--- config.mk ---
export PLATFORM = sky130hd
export DESIGN_NAME = dual_parallel_port
export DESIGN_NICKNAME = d
export VERILOG_FILES = /design/src/core/pport_pkg.sv /design/src/core/strobe_sync.sv /design/src/core/byte_fifo.sv /design/src/core/dual_parallel_port.sv
export SDC_FILE = /design/constraint.sdc
export NUM_CORES = 1
export LEC_CHECK = 0
export BUFFER_PORTS_ARGS = -buffer_cell sky130_fd_sc_hd__buf_4
export CORE_UTILIZATION = 59
export DETAILED_ROUTE_END_ITERATION = 10
export PLACE_DENSITY_LB_ADDON = 0.05
export SLEW_MARGIN = 0
export SYNTH_ARGS = -nofsm -noshare
export SYNTH_HDL_FRONTEND = slang
export SYNTH_HIERARCHICAL = 1
export SYNTH_SLANG_ARGS = --single-unit
--- constraint.sdc ---
create_clock -name CLK_SYS_IN -period 3.9 [get_ports CLK_SYS_IN]
set_input_delay 0.78 -clock CLK_SYS_IN [delete_from_list [all_inputs] [get_ports CLK_SYS_IN]]
set_output_delay 0.78 -clock CLK_SYS_IN [all_outputs]
set_load 0.05 [all_outputs]
--- src/core/pport_pkg.sv ---
// constants, types and layouts shared by the dual parallel port design.
// assumes a single system clock; nothing here holds logic.
package pport_pkg;

  localparam int unsigned DATA_W     = 8;
  localparam int unsigned FIFO_DEPTH = 16;
  localparam int unsigned SYNC_W     = 2;

  // operating modes, two bits taken from the mode control word
  localparam logic [1:0] MODE_OUT   = 2'h0;
  localparam logic [1:0] MODE_IN    = 2'h1;
  localparam logic [1:0] MODE_BIDIR = 2'h2;
  localparam logic [1:0] MODE_BIT   = 2'h3;
  localparam logic [1:0] MODE_RESET = MODE_IN;

  // command word decode: low nibble selects the word kind
  localparam logic [3:0] CMD_MODE_KEY  = 4'hf;
  localparam logic [3:0] CMD_INTC_KEY  = 4'h7;
  localparam logic [3:0] CMD_INTEN_KEY = 4'h3;
  localparam int unsigned CMD_MODE_LSB  = 6;
  localparam int unsigned CMD_IE_BIT    = 7;
  localparam int unsigned CMD_MASKF_BIT = 4;

  // opcode bytes watched on the data bus during fetches
  localparam logic [7:0] RET_PREFIX_OPCODE       = 8'hed;
  localparam logic [7:0] interrupt_return_opcode = 8'h4d;

  localparam logic [7:0] DIR_RESET = 8'hff;
  localparam logic [7:0] VEC_RESET = 8'h00;

  // which follow-on word a port is waiting for
  typedef enum logic [1:0] {
    EXP_NONE = 2'b00,
    EXP_DIR  = 2'b01,
    EXP_MASK = 2'b11
  } expect_type;

  typedef struct packed {
    logic [1:0] mode;
    logic [7:0] vector;
    logic       ie;
    logic [7:0] dir;
    expect_type expect_word;
    logic [7:0] out_reg;
    logic [7:0] in_reg;
    logic       in_full;
    logic       out_ready;
    logic       pend;
    logic       serv;
  } port_type;

endpackage

--- src/core/strobe_sync.sv ---
// two-flop synchroniser for the peripheral strobes.
// assumes strobes idle high; stage one feeds stage two only.
`timescale 1ns/1ps
`default_nettype none
module strobe_sync
  import pport_pkg::*;
#(
  parameter int unsigned WIDTH = SYNC_W
) (
  // clock and reset
  input  wire logic             clk_in,
  input  wire logic             reset_in,
  // strobes
  input  wire logic [WIDTH-1:0] async_in,
  output logic      [WIDTH-1:0] sync_out
);

  logic [WIDTH-1:0] meta_ff;
  logic [WIDTH-1:0] sync_ff;

  always_ff @(posedge clk_in or posedge reset_in) begin
    if (reset_in) begin
      meta_ff <= '1;
      sync_ff <= '1;
    end else begin
      meta_ff <= async_in;
      sync_ff <= meta_ff;
    end
  end

  assign sync_out = sync_ff;

endmodule
`default_nettype wire

--- src/core/byte_fifo.sv ---
// small synchronous fifo with valid/ready on both sides.
// assumes one clock; push on full and pop on empty are refused.
`timescale 1ns/1ps
`default_nettype none
module byte_fifo #(
  parameter int unsigned WIDTH = 8,
  parameter int unsigned DEPTH = 16
) (
  // clock and reset
  input  wire logic             clk_in,
  input  wire logic             reset_in,
  // fill side
  input  wire logic             in_valid_in,
  output logic                  in_ready_out,
  input  wire logic [WIDTH-1:0] in_data_in,
  // drain side
  output logic                  out_valid_out,
  input  wire logic             out_ready_in,
  output logic      [WIDTH-1:0] out_data_out
);

  localparam int unsigned AW = $clog2(DEPTH);

  logic [WIDTH-1:0] mem [DEPTH];
  logic [AW-1:0]    wr_ptr_ff;
  logic [AW-1:0]    rd_ptr_ff;
  logic [AW:0]      count_ff;
  logic             push;
  logic             pop;

  assign in_ready_out  = (count_ff != DEPTH[AW:0]);
  assign out_valid_out = (count_ff != '0);
  assign out_data_out  = mem[rd_ptr_ff];
  assign push = in_valid_in & in_ready_out;
  assign pop  = out_valid_out & out_ready_in;

  always_ff @(posedge clk_in) begin
    if (push) begin
      mem[wr_ptr_ff] <= in_data_in;
    end
  end

  always_ff @(posedge clk_in or posedge reset_in) begin
    if (reset_in) begin
      wr_ptr_ff <= '0;
      rd_ptr_ff <= '0;
      count_ff  <= '0;
    end else begin
      if (push) begin
        wr_ptr_ff <= wr_ptr_ff + 1'b1;
      end
      if (pop) begin
        rd_ptr_ff <= rd_ptr_ff + 1'b1;
      end
      count_ff <= count_ff + {{AW{1'b0}}, push} - {{AW{1'b0}}, pop};
    end
  end

endmodule
`default_nettype wire

--- src/core/dual_parallel_port.sv ---
// dual 8-bit parallel port with handshake behind a processor io bus.
// assumes bus inputs synchronous to CLK_SYS_IN; strobes are resynced.
`timescale 1ns/1ps
`default_nettype none
module dual_parallel_port
  import pport_pkg::*;
(
  // clock and reset
  input  wire logic       CLK_SYS_IN,
  input  wire logic       RESET_IN,
  // processor bus
  input  wire logic       CE_N_IN,
  input  wire logic       PORT_SEL_IN,
  input  wire logic       CTRL_SEL_IN,
  input  wire logic       RD_N_IN,
  input  wire logic       IO_CYCLE_N_IN,
  input  wire logic       OPCODE_FETCH_N_IN,
  input  wire logic [7:0] DATA_IN,
  output logic      [7:0] DATA_OUT,
  output logic            DATA_OE_N_OUT,
  // interrupt daisy chain
  input  wire logic       PRIORITY_IN,
  output logic            PRIORITY_OUT,
  output logic            INT_N_OUT,
  output logic            INT_OE_N_OUT,
  // port A
  input  wire logic [7:0] PORT_A_IN,
  output logic      [7:0] PORT_A_OUT,
  output logic      [7:0] PORT_A_OE_N_OUT,
  output logic            PORT_A_READY_OUT,
  input  wire logic       PORT_A_STROBE_N_IN,
  output logic            PORT_A_TX_SPACE_OUT,
  // port B
  input  wire logic [7:0] PORT_B_IN,
  output logic      [7:0] PORT_B_OUT,
  output logic      [7:0] PORT_B_OE_N_OUT,
  output logic            PORT_B_READY_OUT,
  input  wire logic       PORT_B_STROBE_N_IN
);

  typedef struct packed {
    port_type   a;
    port_type   b;
    logic [1:0] prev_stb;
    logic       prev_wr;
    logic       prev_rd;
    logic       prev_ack;
    logic       prev_fetch;
    logic       prev_lone;
    logic       int_gate;
    logic       seen_prefix;
    logic [7:0] fetch_byte;
    logic [7:0] data_out;
    logic       data_oe_n;
  } state_type;

  function automatic port_type port_reset();
    port_type p;
    p             = '0;
    p.mode        = MODE_RESET;
    p.vector      = VEC_RESET;
    p.dir         = DIR_RESET;
    p.expect_word = EXP_NONE;
    return p;
  endfunction

  function automatic state_type state_reset();
    state_type s;
    s           = '0;
    s.a         = port_reset();
    s.b         = port_reset();
    s.prev_stb  = '1;
    s.data_oe_n = 1'b1;
    return s;
  endfunction

  localparam state_type ST_RESET = state_reset();

  // command word handling, shared by both ports
  function automatic port_type apply_cmd(port_type p, logic [7:0] d);
    port_type q;
    q = p;
    if (p.expect_word == EXP_DIR) begin
      q.dir         = d;
      q.expect_word = EXP_NONE;
    end else if (p.expect_word == EXP_MASK) begin
      q.expect_word = EXP_NONE;
    end else if (!d[0]) begin
      q.vector = {d[7:1], 1'b0};
    end else if (d[3:0] == CMD_MODE_KEY) begin
      q.mode      = d[CMD_MODE_LSB +: 2];
      q.out_ready = 1'b0;
      q.in_full   = 1'b0;
      if (d[CMD_MODE_LSB +: 2] == MODE_BIT) begin
        q.expect_word = EXP_DIR;
      end
    end else if (d[3:0] == CMD_INTC_KEY) begin
      q.ie = d[CMD_IE_BIT];
      if (d[CMD_MASKF_BIT]) begin
        q.expect_word = EXP_MASK;
      end
    end else if (d[3:0] == CMD_INTEN_KEY) begin
      q.ie = d[CMD_IE_BIT];
    end
    return q;
  endfunction

  // bit mode read mixes output bits and live input bits
  function automatic logic [7:0] read_val(port_type p, logic [7:0] pins);
    logic [7:0] v;
    v = p.in_reg;
    if (p.mode == MODE_OUT) begin
      v = p.out_reg;
    end else if (p.mode == MODE_BIT) begin
      v = (p.out_reg & ~p.dir) | (pins & p.dir);
    end
    return v;
  endfunction

  state_type  st_ff;
  state_type  nxt_st;
  logic [1:0] stb_sync;
  logic       wr_cond;
  logic       rd_cond;
  logic       ack_cond;
  logic       fetch_cond;
  logic       lone_cond;
  logic       wr_pulse;
  logic       rd_end;
  logic       a_rise;
  logic       b_rise;
  logic       a_bidir;
  logic       fifo_valid;
  logic       fifo_pop;
  logic       fifo_push;
  logic [7:0] fifo_data;
  logic       int_req;

  strobe_sync #(
    .WIDTH (SYNC_W)
  ) u_sync (
    .clk_in   (CLK_SYS_IN),
    .reset_in (RESET_IN),
    .async_in ({PORT_B_STROBE_N_IN, PORT_A_STROBE_N_IN}),
    .sync_out (stb_sync)
  );

  // port A output data queues here; the peripheral's pace drains it
  byte_fifo #(
    .WIDTH (DATA_W),
    .DEPTH (FIFO_DEPTH)
  ) u_fifo (
    .clk_in        (CLK_SYS_IN),
    .reset_in      (RESET_IN),
    .in_valid_in   (fifo_push),
    .in_ready_out  (PORT_A_TX_SPACE_OUT),
    .in_data_in    (DATA_IN),
    .out_valid_out (fifo_valid),
    .out_ready_in  (fifo_pop),
    .out_data_out  (fifo_data)
  );

  assign rd_cond    = !CE_N_IN && !IO_CYCLE_N_IN && !RD_N_IN
                      && OPCODE_FETCH_N_IN;
  assign wr_cond    = !CE_N_IN && !IO_CYCLE_N_IN && RD_N_IN
                      && OPCODE_FETCH_N_IN;
  assign ack_cond   = !IO_CYCLE_N_IN && !OPCODE_FETCH_N_IN;
  assign fetch_cond = !OPCODE_FETCH_N_IN && !RD_N_IN && IO_CYCLE_N_IN;
  assign lone_cond  = !OPCODE_FETCH_N_IN && RD_N_IN && IO_CYCLE_N_IN;
  assign wr_pulse   = wr_cond && !st_ff.prev_wr;
  assign rd_end     = st_ff.prev_rd && !rd_cond;
  assign a_rise     = stb_sync[0] && !st_ff.prev_stb[0];
  assign b_rise     = stb_sync[1] && !st_ff.prev_stb[1];
  assign a_bidir    = (st_ff.a.mode == MODE_BIDIR);
  assign fifo_push  = wr_pulse && !CTRL_SEL_IN && !PORT_SEL_IN
                      && (st_ff.a.mode == MODE_OUT || a_bidir);
  assign fifo_pop   = fifo_valid && !st_ff.a.out_ready
                      && (st_ff.a.mode == MODE_OUT || a_bidir);

  always_comb begin
    nxt_st            = st_ff;
    nxt_st.prev_stb   = stb_sync;
    nxt_st.prev_wr    = wr_cond;
    nxt_st.prev_rd    = rd_cond;
    nxt_st.prev_ack   = ack_cond;
    nxt_st.prev_fetch = fetch_cond;
    nxt_st.prev_lone  = lone_cond;

    // acknowledge and return clears come before the strobe sets below, so a same-cycle set wins
    // watch fetched opcodes for the two-byte return
    if (fetch_cond) begin
      nxt_st.fetch_byte = DATA_IN;
    end
    if (st_ff.prev_fetch && !fetch_cond) begin
      nxt_st.seen_prefix = (st_ff.fetch_byte == RET_PREFIX_OPCODE);
      if (st_ff.seen_prefix && PRIORITY_IN
          && st_ff.fetch_byte == interrupt_return_opcode) begin
        if (st_ff.a.serv) begin
          nxt_st.a.serv = 1'b0;
        end else begin
          nxt_st.b.serv = 1'b0;
        end
      end
    end

    // interrupt acknowledge: A first inside the device
    if (ack_cond && !st_ff.prev_ack && PRIORITY_IN && st_ff.int_gate) begin
      if (st_ff.a.pend) begin
        nxt_st.a.pend = 1'b0;
        nxt_st.a.serv = 1'b1;
      end else if (st_ff.b.pend) begin
        nxt_st.b.pend = 1'b0;
        nxt_st.b.serv = 1'b1;
      end
    end

    // port A handshake
    if (st_ff.a.mode == MODE_OUT || a_bidir) begin
      if (fifo_pop) begin
        nxt_st.a.out_reg   = fifo_data;
        nxt_st.a.out_ready = 1'b1;
      end else if (st_ff.a.out_ready && a_rise) begin
        nxt_st.a.out_ready = 1'b0;
        nxt_st.a.pend      = nxt_st.a.pend | st_ff.a.ie;
      end
    end else if (st_ff.a.mode == MODE_IN) begin
      if (!stb_sync[0] && !st_ff.a.in_full) begin
        nxt_st.a.in_reg = PORT_A_IN;
      end
      if (a_rise && !st_ff.a.in_full) begin
        nxt_st.a.in_full = 1'b1;
        nxt_st.a.pend    = nxt_st.a.pend | st_ff.a.ie;
      end
    end

    // port B strobe serves A's input side while A is bidirectional
    if (a_bidir) begin
      if (!stb_sync[1] && !st_ff.a.in_full) begin
        nxt_st.a.in_reg = PORT_A_IN;
      end
      if (b_rise && !st_ff.a.in_full) begin
        nxt_st.a.in_full = 1'b1;
        nxt_st.b.pend    = nxt_st.b.pend | st_ff.b.ie;
      end
    end else if (st_ff.b.mode == MODE_OUT) begin
      if (st_ff.b.out_ready && b_rise) begin
        nxt_st.b.out_ready = 1'b0;
        nxt_st.b.pend      = nxt_st.b.pend | st_ff.b.ie;
      end
    end else if (st_ff.b.mode == MODE_IN) begin
      if (!stb_sync[1] && !st_ff.b.in_full) begin
        nxt_st.b.in_reg = PORT_B_IN;
      end
      if (b_rise && !st_ff.b.in_full) begin
        nxt_st.b.in_full = 1'b1;
        nxt_st.b.pend    = nxt_st.b.pend | st_ff.b.ie;
      end
    end

    // processor writes: commands and data
    if (wr_pulse) begin
      if (CTRL_SEL_IN) begin
        nxt_st.int_gate = 1'b0;
        if (PORT_SEL_IN) begin
          nxt_st.b = apply_cmd(st_ff.b, DATA_IN);
        end else begin
          nxt_st.a = apply_cmd(st_ff.a, DATA_IN);
        end
      end else if (PORT_SEL_IN) begin
        nxt_st.b.out_reg = DATA_IN;
        if (st_ff.b.mode == MODE_OUT) begin
          nxt_st.b.out_ready = 1'b1;
        end
      end else if (st_ff.a.mode == MODE_BIT) begin
        nxt_st.a.out_reg = DATA_IN;
      end
    end

    // end of a data read frees the input register
    if (rd_end && !CTRL_SEL_IN) begin
      // only a full register is freed, so a same-cycle load wins
      if (!PORT_SEL_IN && st_ff.a.in_full
          && (st_ff.a.mode == MODE_IN || a_bidir)) begin
        nxt_st.a.in_full = 1'b0;
      end else if (PORT_SEL_IN && st_ff.b.in_full
                   && st_ff.b.mode == MODE_IN) begin
        nxt_st.b.in_full = 1'b0;
      end
    end

    if (!OPCODE_FETCH_N_IN && !wr_pulse) begin
      nxt_st.int_gate = 1'b1;
    end

    // read and vector data are registered, one cycle behind the bus
    nxt_st.data_oe_n = 1'b1;
    nxt_st.data_out  = st_ff.data_out;
    if (ack_cond && PRIORITY_IN
        && (st_ff.a.pend || st_ff.b.pend || st_ff.a.serv || st_ff.b.serv))
    begin
      nxt_st.data_oe_n = 1'b0;
      nxt_st.data_out  = (st_ff.a.pend || st_ff.a.serv) ? st_ff.a.vector
                                                        : st_ff.b.vector;
    end else if (rd_cond) begin
      nxt_st.data_oe_n = 1'b0;
      nxt_st.data_out  = PORT_SEL_IN ? read_val(st_ff.b, PORT_B_IN)
                                     : read_val(st_ff.a, PORT_A_IN);
    end

    // two sampled cycles of a lone fetch pulse, so bus skew cannot reset
    if (lone_cond && st_ff.prev_lone) begin
      nxt_st = ST_RESET;
    end
  end

  always_ff @(posedge CLK_SYS_IN or posedge RESET_IN) begin
    if (RESET_IN) begin
      st_ff <= ST_RESET;
    end else begin
      st_ff <= nxt_st;
    end
  end

  // ready outputs per mode
  always_comb begin
    PORT_A_READY_OUT = 1'b0;
    if (st_ff.a.mode == MODE_OUT || a_bidir) begin
      PORT_A_READY_OUT = st_ff.a.out_ready;
    end else if (st_ff.a.mode == MODE_IN) begin
      PORT_A_READY_OUT = !st_ff.a.in_full;
    end
    PORT_B_READY_OUT = 1'b0;
    if (a_bidir) begin
      PORT_B_READY_OUT = !st_ff.a.in_full;
    end else if (st_ff.b.mode == MODE_OUT) begin
      PORT_B_READY_OUT = st_ff.b.out_ready;
    end else if (st_ff.b.mode == MODE_IN) begin
      PORT_B_READY_OUT = !st_ff.b.in_full;
    end
  end

  // port line drivers
  always_comb begin
    PORT_A_OE_N_OUT = '1;
    PORT_B_OE_N_OUT = '1;
    unique case (st_ff.a.mode)
      MODE_OUT:   PORT_A_OE_N_OUT = '0;
      MODE_BIDIR: PORT_A_OE_N_OUT = {8{stb_sync[0]}};
      MODE_BIT:   PORT_A_OE_N_OUT = st_ff.a.dir;
      MODE_IN:    PORT_A_OE_N_OUT = '1;
    endcase
    unique case (st_ff.b.mode)
      MODE_OUT:   PORT_B_OE_N_OUT = '0;
      MODE_BIT:   PORT_B_OE_N_OUT = st_ff.b.dir;
      MODE_BIDIR: PORT_B_OE_N_OUT = '1;
      MODE_IN:    PORT_B_OE_N_OUT = '1;
    endcase
  end

  assign PORT_A_OUT    = st_ff.a.out_reg;
  assign PORT_B_OUT    = st_ff.b.out_reg;
  assign DATA_OUT      = st_ff.data_out;
  assign DATA_OE_N_OUT = st_ff.data_oe_n;

  // lower chain members are blocked while we are in service
  assign PRIORITY_OUT = PRIORITY_IN && !st_ff.a.serv
                        && !st_ff.b.serv;
  assign int_req      = st_ff.int_gate && PRIORITY_IN && !st_ff.a.serv
                        && !st_ff.b.serv
                        && (st_ff.a.pend || st_ff.b.pend);
  assign INT_N_OUT    = 1'b0;
  assign INT_OE_N_OUT = !int_req;

  a_bit_ready_low: assert property (
    @(posedge CLK_SYS_IN) disable iff (RESET_IN)
    st_ff.a.mode == MODE_BIT |-> !PORT_A_READY_OUT)
    else $error("port A ready high in bit mode");

  a_out_ready_hold: assert property (
    @(posedge CLK_SYS_IN) disable iff (RESET_IN)
    (st_ff.b.mode == MODE_OUT && !a_bidir && PORT_B_READY_OUT
     && !b_rise && !lone_cond && !(wr_pulse && CTRL_SEL_IN))
    |=> PORT_B_READY_OUT)
    else $error("output ready dropped without strobe edge");

  a_in_full_drop: assert property (
    @(posedge CLK_SYS_IN) disable iff (RESET_IN)
    (st_ff.a.mode == MODE_IN && a_rise && PORT_A_READY_OUT && !wr_pulse
     && !lone_cond) |=> !PORT_A_READY_OUT)
    else $error("input ready not dropped after load");

  a_bidir_gate: assert property (
    @(posedge CLK_SYS_IN) disable iff (RESET_IN)
    (a_bidir && stb_sync[0]) |-> PORT_A_OE_N_OUT == 8'hff)
    else $error("port A driven with strobe high in bidir");

  a_prio_chain: assert property (
    @(posedge CLK_SYS_IN) disable iff (RESET_IN)
    (ack_cond && !st_ff.prev_ack && PRIORITY_IN && st_ff.int_gate
     && (st_ff.a.pend || st_ff.b.pend)) |=> !PRIORITY_OUT)
    else $error("priority out high while serviced");

  a_write_latch: assert property (
    @(posedge CLK_SYS_IN) disable iff (RESET_IN)
    (wr_pulse && PORT_SEL_IN && !CTRL_SEL_IN && st_ff.b.mode == MODE_OUT
     && !lone_cond) |=> (PORT_B_OUT == $past(DATA_IN)) && PORT_B_READY_OUT)
    else $error("port B write not latched with ready");

  a_chip_gate: assert property (
    @(posedge CLK_SYS_IN) disable iff (RESET_IN)
    (CE_N_IN && OPCODE_FETCH_N_IN) |=> DATA_OE_N_OUT)
    else $error("data bus driven without chip select");

  a_lone_reset: assert property (
    @(posedge CLK_SYS_IN) disable iff (RESET_IN)
    lone_cond [*2] |=> (st_ff.a.mode == MODE_RESET) && !st_ff.a.serv
                       && !st_ff.b.pend)
    else $error("lone fetch pulse did not reset");

  a_read_rearm: assert property (
    @(posedge CLK_SYS_IN) disable iff (RESET_IN)
    (rd_end && !CTRL_SEL_IN && !PORT_SEL_IN && st_ff.a.mode == MODE_IN
     && !a_rise && !wr_pulse) |=> PORT_A_READY_OUT)
    else $error("input ready not re-armed after read");

endmodule
`default_nettype wire

==> results.md, run 1 <==
- The flow ran to the end, and the final reports show no timing, DRC or antenna violations.
- For this run, the number of standard cells in the final layout without fillers is 1,318.
- In this run the cell area of the synthesized design comes to 11,700 sq um.
- The multi-input combinational cell area is 4120 sq um.
- For flop-to-flop paths, the worst setup slack is 0.65 ns.
- The kind of critical path is flop to output pin.
- In this run the number of H-tree levels came out at 1.
- After detailed placement, the design holds a cell count of 1,269.
- The number of sinks handled by clock tree synthesis is 251.
- The full die area is 20,400 sq um.
- The post-route netlist has 19.3% of its cells at a drive strength greater than 1.
- Setup repair after global routing left no endpoint under its margin.
- The proportion of register bits with asynchronous set or reset after synthesis is 49.0%.
- The family with the most delay on the worst path is compound AO/OA/AOI/OAI gates.
- The power density over cell area is 603 nW/um^2.
- The clock transition time at the flip-flop clock pins of the worst setup and hold paths is 0.06 ns.
- IR analysis of the VDD net gives a maximum drop of 0.000387 V.
- The placed instances occupy a cell area of 12,300 sq um.
- The commonest register cell after synthesis is edfxtp_1.
- The TritonCTS buffer count is 27.
- The internal power consumption is 5370 uW.
- Dividing the detail-routed wire length by the instance count gives 21.5 um.
- Synthesis produced 995 cells.
- Measured along the y axis, the die boundary spans 143 um.
- The total area inside the core boundary comes to 19,500 sq um.
- The clock period could shrink to 3.44 ns.
- The initial antenna violation count came to 0.
- The yosys synthesis warning count is 6.
- The floorplan has 51 rows.
- The initial core utilization is 60.2%.
- Of the total power, the clock network draws 30.9%.
- The startpoint identified for the worst register-to-register timing path is st_ff[106].
- Global routing used 28.9% of the available tracks across all layers.
- Global routing used 5.03% of the available met3 tracks.
- The switching component of the power is 2600 uW.
- Once detail routing completed, the nets flagged for antenna violations numbered 0.
- The root buffer cell is clkbuf_16.
- The number of max-slew violations in the final report is 0.
- After routing, the total negative slack on setup checks comes to 0 ns.
- The number of buffers and inverters on the critical path is 2.
- The congestion estimate from routability-driven global placement came to 0.867.
- The largest net degree at the start of global routing is 80.
- For this run, the slowest stage of the critical path takes 0.69 ns.
- The post-synthesis cell type count is 74.
- The global routing stage identified its most utilized layer as met1.
- The first detailed-routing pass took 5 iterations.
- The residual overflow from global routing is 0.
- The count of filler cells inserted in the layout is 1,460.
- The quantity of I/O buffers inserted on ports is 80.
- The total wirelength of the detailed-routed design is 28,300 um.
- The end of the worst register-to-register path is u_fifo/count_ff[4].
- From synthesis to final layout, the design area changed by 12.7%.
- Among all stages on the critical path, the largest delay is contributed by a21oi_1.
- The relative slew slack is 29.7%.
- The number of antenna diodes is 0.
- The post-CTS setup buffer count is 0.
- The final hold violation count is 0.
- The total I/O pin count is 82.
- In this run, post-CTS repair resized a total of 0 instances.
- The critical-path maximum fanout is 11.
- Combinational cells account for 27.0% of the total power.
- The number of nets in the synthesized netlist is 1,049.
- For this run, design rule violations remaining after detail routing come to 0.
- The number of violations reported at the end of detailed-routing iteration 0 is 862.
- The first global-routing pass estimated 44,100 um of wire.
- The per-instance average area after synthesis is 11.8 sq um.
- At the pin with the least slew margin, the transition time is 1.06 ns.
- Of the total power, the share spent switching nets is 32.6%.
- For met1 alone, demand over resource in global routing was 44.7%.
- The final layout net count is 1,087.
- The analysis attributes to cell leakage a power of 0.00513 uW.
- The register area is 6950 sq um.
- On the final layout, the worst hold slack is 0.259 ns.
- The sum of net half-perimeters after detailed placement is 18,600 um.
- The die outline width is 143 um.
- Counting flops with a built-in enable in the synthesized netlist gives 128.
- The critical path's most frequent cell is a21oi_1.
- The finished cells cover 13,200 sq um.
- STA classifies the critical path endpoint as an output pin.
- Based on the critical path, the design can be clocked at up to 290 MHz.
- Sequential cells were found to cover 59.3% of the synthesized design area.
- For the worst setup path, the data arrival time is 2.66 ns.
- In this run, flip-flops and latches consume 42.1% of the power.
- Setup violations remaining at the end of the flow were counted as 0.
- The share of the clock period used by the worst path is 88.3%.
- Counting flops and latches in the post-synthesis netlist gives 251.
- Walking the worst path, the cells encountered are inv_1, ha_1, a21oi_1, a21oi_1, buf_4.
- The TritonCTS clock tree is built.
- The final route contains 8,180 vias.
- The number of max-cap violations is 0.
- The worst setup path is launched from a flop.
- The clock latency reported for the late side of the worst-skew pair is 0.53 ns.
- The number of vias per cell is 6.21.
- Summing internal, switching and leakage power gives 7970 uW.
- Between clock sinks in the finished design, the worst skew comes to 0.0235 ns.
- For this run, global-route usage on met2 was measured as 42.1%.
- The depth of the most critical reg-to-reg path is 15.
- The maximum number of buffers from clock root to sink is 3.
- The number of global-route vias before repair is 7,755.
- The worst path required time is 3.12 ns.
- In this run the worst hold path is classified as primary input to asynchronous set/reset pin.
- Buffers inserted to repair hold after CTS numbered 0.
-- cells in the final DEF (no fill, tap or decap), types with 8 or more instances in the layout --
master / instances
clkbuf_16: 28
o211ai_1: 9
nor3_1: 9
nand3_1: 26
a22oi_1: 9
inv_1: 38
mux2i_1: 33
clkbuf_1: 8
nand2b_1: 12
and2_1: 11
and3_1: 10
mux4_2: 16
buf_4: 98
a221oi_1: 17
nor2_1: 52
o21ai_1: 26
edfxtp_1: 128
dfstp_2: 25
dfrtp_1: 97
o21ai_0: 55
a21oi_1: 53
nand2_1: 116
a22o_1: 31
ha_1: 18
-- kinds of logic (layout without fill, tap and decap cells) --
family | count (synthesis) | after routing | synth area share [%]
other cells | 1 | 1 | 0.0320
flops | 251 | 251 | 59.3
compound gates | 249 | 249 | 14.2
fa+ha+maj | 19 | 19 | 2.09
xor+xnor | 10 | 10 | 0.748
simple gates | 280 | 280 | 11.8
mux | 53 | 53 | 6.31
buf+inv | 132 | 190 | 5.51
-- synth_stat cells (9+ instances only) --
| cell type | instances | area share [%] |
|---|---|---|
| edfxtp_1 | 128 | 33 |
| nand2_1 | 116 | 3.7 |
| dfrtp_1 | 98 | 21 |
| o21ai_0 | 55 | 2.3 |
| a21oi_1 | 53 | 2.3 |
| nor2_1 | 52 | 1.7 |
| inv_1 | 39 | 1.2 |
| clkbuf_1 | 38 | 1.2 |
| mux2i_1 | 33 | 2.8 |
| a22o_1 | 31 | 2.3 |
| buf_4 | 27 | 1.7 |
| nand3_1 | 26 | 1.1 |
| o21ai_1 | 26 | 1.1 |
| dfstp_2 | 25 | 5.6 |
| buf_2 | 21 | 0.90 |
| ha_1 | 18 | 1.9 |
| a221oi_1 | 17 | 1.3 |
| mux4_2 | 16 | 3.1 |
| nand2b_1 | 12 | 0.64 |
| and2_1 | 11 | 0.59 |
| and3_1 | 10 | 0.53 |
| a22oi_1 | 9 | 0.58 |
| nor3_1 | 9 | 0.38 |
| o211ai_1 | 9 | 0.58 |
-- power groups by stage --
stage	clock, uW	combinational (uW)	sequential [uW]
after floorplan	0	1750	3270
after global placement	0	2110	3390
after detailed placement	0	2140	3390
after CTS	2490	2150	3340
after global routing	2600	2320	3380
final	2470	2150	3350
-- stage by stage --
stage	util (%)	setup WS, ns
after global placement	63.4	0.471
after CTS	67.8	0.559
final	67.8	0.457
after global routing	67.8	0.353
after floorplan	-	0.334
after detailed placement	63.4	0.410
-- worst max path at each step --
| stage | slack (ns) | to | from | cells past startpoint |
|---|---|---|---|---|
| 5_1_grt | 0.35 | PORT_A_OE_N_OUT[7] | st_ff[106] | 5 |
| 4_1_cts | 0.56 | PORT_A_OE_N_OUT[7] | st_ff[106] | 5 |
| 3_5_place_dp | 0.41 | u_fifo/count_ff[4] | CE_N_IN | 15 |
| 3_3_place_gp | 0.47 | u_fifo/count_ff[4] | CE_N_IN | 15 |
| 6_report | 0.46 | PORT_A_OE_N_OUT[7] | st_ff[106] | 5 |
| 2_1_floorplan | 0.33 | INT_OE_N_OUT | PRIORITY_IN | 2 |
-- state kept, by name (all words and copies together), names as in the netlist --
| name | flops |
|---|---|
| u_fifo/mem | 128 |
| st_ff | 81 |
| DATA_OUT | 8 |
| PORT_A_OUT | 8 |
| PORT_B_OUT | 8 |
| u_fifo/count_ff | 5 |
| u_fifo/rd_ptr_ff | 4 |
| u_fifo/wr_ptr_ff | 4 |
| u_sync/meta_ff | 2 |
| u_sync/sync_out | 2 |
| DATA_OE_N_OUT | 1 |
-- final cells by class --
class	count	share of cell area, %
clock buffer	43	6.26
clock inverter	6	0.313
inverter	41	1.18
multi-input combinational	612	31.2
sequential	251	52.7
tap	265	2.51
timing repair buffer	100	5.88
-- per-layer routing --
layer | wire length [um] | vias up
met5 | 0 | -
met4 | 608 | 0
met3 | 2770 | 49
met2 | 12300 | 412
met1 | 12600 | 4005
li1 | - | 3714
No activity file was read; power rests on OpenSTA's default activity.
==> run 2: changes to the inputs <==
PLACE_DENSITY = 0.74   (was default)
PLACE_DENSITY_LB_ADDON = default   (was 0.05)
==> results.md, run 2 (synthesis results as in run 1) <==
- The TritonCTS buffer count is 25 (was 27).
- The number of placement rows was 51 (unchanged).
- The count of H-tree levels built during CTS is 1 (unchanged).
- The final setup slack of the worst path is 0.532 ns (was 0.457 ns).
- The worst voltage drop across the vdd grid is 0.000412 V (was 0.000387 V).
- The total I/O pin count is 82 (unchanged).
- The part of the total power dissipated in sequential elements is 42.9% (was 42.1%).
- The initial core utilization is 60.2% (unchanged).
- The internal power consumption is 5250 uW (was 5370 uW).
- The worst-margin pin slew is 0.844 ns (was 1.06 ns).
- The relative slew slack was 43.6% (was 29.7%).
- The cell at the slowest stage of the critical path is a21oi_1 (unchanged).
- The power density over cell area is 595 nW/um^2 (was 603 nW/um^2).
- The fraction of final layout cells with drive strength greater than 1 came to 19.1% (was 19.3%).
- The final critical path time including I/O delays and setup is 3.37 ns (was 3.44 ns).
- The number of max-slew violations in the final report came to 0 (unchanged).
- The fmax came to 297 MHz (was 290 MHz).
- The number of vias per cell was 6.14 (was 6.21).
- The number of flip-flops under the largest register name was 128 (unchanged).
- The largest register by flop count is u_fifo/mem (unchanged).
- CP Cell Sequence: inv_1, ha_1, a21oi_1, a21oi_1, buf_4 (unchanged).
- The critical-path maximum fanout is 11 (unchanged).
- The clock transition time at the flip-flop clock pins of the worst setup and hold paths is 0.07 ns (was 0.06 ns).
- The final standard cell count with taps included and fillers excluded is 1,316 (was 1,318).
- The critical path arrival is 2.59 ns (was 2.66 ns).
- The remaining design rule violation count is 0 (unchanged).
- The number of sinks handled by clock tree synthesis came to 251 (unchanged).
- The clock power share is 29.6% (was 30.9%).
- The register area was 6950 sq um (unchanged).
- The leakage power total came to 0.00508 uW (was 0.00513 uW).
- The element type at the critical path end is an output pin (unchanged).
- The number of routed nets with antenna violations is 0 (unchanged).
- The share of the clock period used by the worst path was 86.3% (was 88.3%).
- The initial antenna violation count was 0 (unchanged).
- The wire length of the first global-routing pass is 43,500 um (was 44,100 um).
- The cts-stage hold buffer count was 0 (unchanged).
- The total wirelength of the detailed-routed design is 28,100 um (was 28,300 um).
- The core region area was 19,500 sq um (unchanged).
- The share of power burned in combinational logic is 27.4% (was 27.0%).
- The most frequent standard cell in the layout excluding fill and tap cells is edfxtp_1 (unchanged).
- The critical path launch point type is a flop (unchanged).
- The residual overflow from global routing came to 0 (unchanged).
- The aggregate global-route resource usage came to 28.5% (was 28.9%).
- The post-route setup TNS is 0 ns (unchanged).
- The final design instance area without fill is 13,100 sq um (was 13,200 sq um).
- The clock latency reported for the late side of the worst-skew pair came to 0.52 ns (was 0.53 ns).
- The count of filler cells inserted in the layout was 1,432 (was 1,460).
- Registers with the highest flip-flop counts: u_fifo/mem (128), st_ff (81) (unchanged).
- The sum of net half-perimeters after detailed placement is 18,400 um (was 18,600 um).
- The placement-stage cell area is 12,300 sq um (about the same).
- The number of placed cells counting well taps is 1,271 (was 1,269).
- The type of the most critical hold path is primary input to asynchronous set/reset pin (unchanged).
- The via total after detailed routing is 8,080 (was 8,180).
- The critical path's most frequent cell is a21oi_1 (unchanged).
- The number of failing setup endpoints in the final timing report is 0 (unchanged).
- The number of antenna diodes is 0 (unchanged).
- The maximum number of buffers from clock root to sink is 3 (unchanged).
- The final layout net count came to 1,087 (unchanged).
- Commonest non-fill, non-tap cells in the layout: edfxtp_1, nand2_1, buf_4 (unchanged).
- The die outline width is 143 um (unchanged).
- The largest incremental delay on the critical path is 0.69 ns (about the same).
- The area growth from synthesis to layout is 12.0% (was 12.7%).
- The kind of critical path is flop to output pin (unchanged).
- The fraction of power spent switching nets came to 32.8% (was 32.6%).
- The number of violations reported at the end of detailed-routing iteration 0 is 750 (was 862).
- The largest net degree at the start of global routing is 63 (was 80).
- Setup repair after global routing missed its margin: false (unchanged).
- The quantity of I/O buffers inserted on ports is 80 (unchanged).
- The worst slack at placement is 0.389 ns (was 0.410 ns).
- The number of max-cap violations is 0 (unchanged).
- The post-CTS setup buffer count came to 0 (unchanged).
- The number of global-route vias before repair came to 7,605 (was 7,755).
- The switching component of the power came to 2560 uW (was 2600 uW).
- The first-pass detailed-route iteration total is 5 (unchanged).
- The post-cts sizing count came to 0 (unchanged).
- The worst path required time came to 3.12 ns (about the same).
- The setup clock skew after layout is 0.00907 ns (was 0.0235 ns).
- The routed wirelength normalized by instance count came to 21.3 um (was 21.5 um).
- The TritonCTS clock tree was built (unchanged).
- The global placement routability congestion is 0.859 (was 0.867).
- The full die area was 20,400 sq um (unchanged).
- The final hold violation count came to 0 (unchanged).
- Status: complete, no violations (unchanged).
- The multi-input combinational cell area is 4120 sq um (unchanged).
- The root buffer cell is clkbuf_16 (unchanged).
- The die outline height is 143 um (unchanged).
==> run 2: worst paths after layout <==
kind | start | endpoint | slack (ns) | depth (start not counted)
worst min register to register | u_sync/meta_ff[0] | u_sync/sync_out[0] | 0.36 | 0
min in group CLK_SYS_IN | u_sync/meta_ff[0] | u_sync/sync_out[0] | 0.36 | 0
worst max register to register | st_ff[106] | u_fifo/count_ff[4] | 0.65 | 15
worst min-delay path | RESET_IN | u_fifo/count_ff[3] | 0.31 | 2
max in group asynchronous | RESET_IN | st_ff[91] | 2.60 | 3
worst max-delay path | st_ff[106] | PORT_A_OE_N_OUT[7] | 0.53 | 5
==> run 2: final cells by class <==
type	count	area share [%]
clock inverter	15	1.00
tap	265	2.53
inverter	41	1.19
timing repair buffer	102	5.93
clock buffer	30	4.99
multi-input combinational	612	31.4
sequential	251	53.0
==> run 2: critical path, delay by kind of cell, from the launching register on <==
family | cells | cell delay, ns
compound gates | 2 | 0.88
flops | 1 | 0.55
buf+inv | 2 | 0.32
fa+ha+maj | 1 | 0.32
==> run 2: power groups by stage <==
stage | Sequential (uW) | Clock, uW | Combinational, uW
after CTS | 3350 | 2350 | 2150
after floorplan | 3270 | 0 | 1750
after global routing | 3390 | 2450 | 2310
final | 3350 | 2320 | 2140
after detailed placement | 3390 | 0 | 2140
after global placement | 3390 | 0 | 2100
==> run 2: routing by layer <==
layer | up-vias | track usage [%] | part of all wire (%) | wire (um)
li1 | 3717 | - | - | -
met1 | 3990 | 43.2 | 45 | 12600
met2 | 328 | 42.9 | 46 | 12800
met3 | 45 | 4.93 | 7.7 | 2160
met4 | 0 | 7.19 | 1.9 | 543
met5 | - | 0 | 0 | 0
==> run 2: metrics by stage <==
stage / util (%) / hold slack [ns] / power [uW]
after floorplan: - / 0.345 / 5020
after global placement: 63.4 / 0.346 / 5490
after detailed placement: 63.4 / 0.349 / 5530
after CTS: 67.4 / 0.324 / 7840
after global routing: 67.4 / 0.341 / 8150
final: 67.4 / 0.313 / 7810
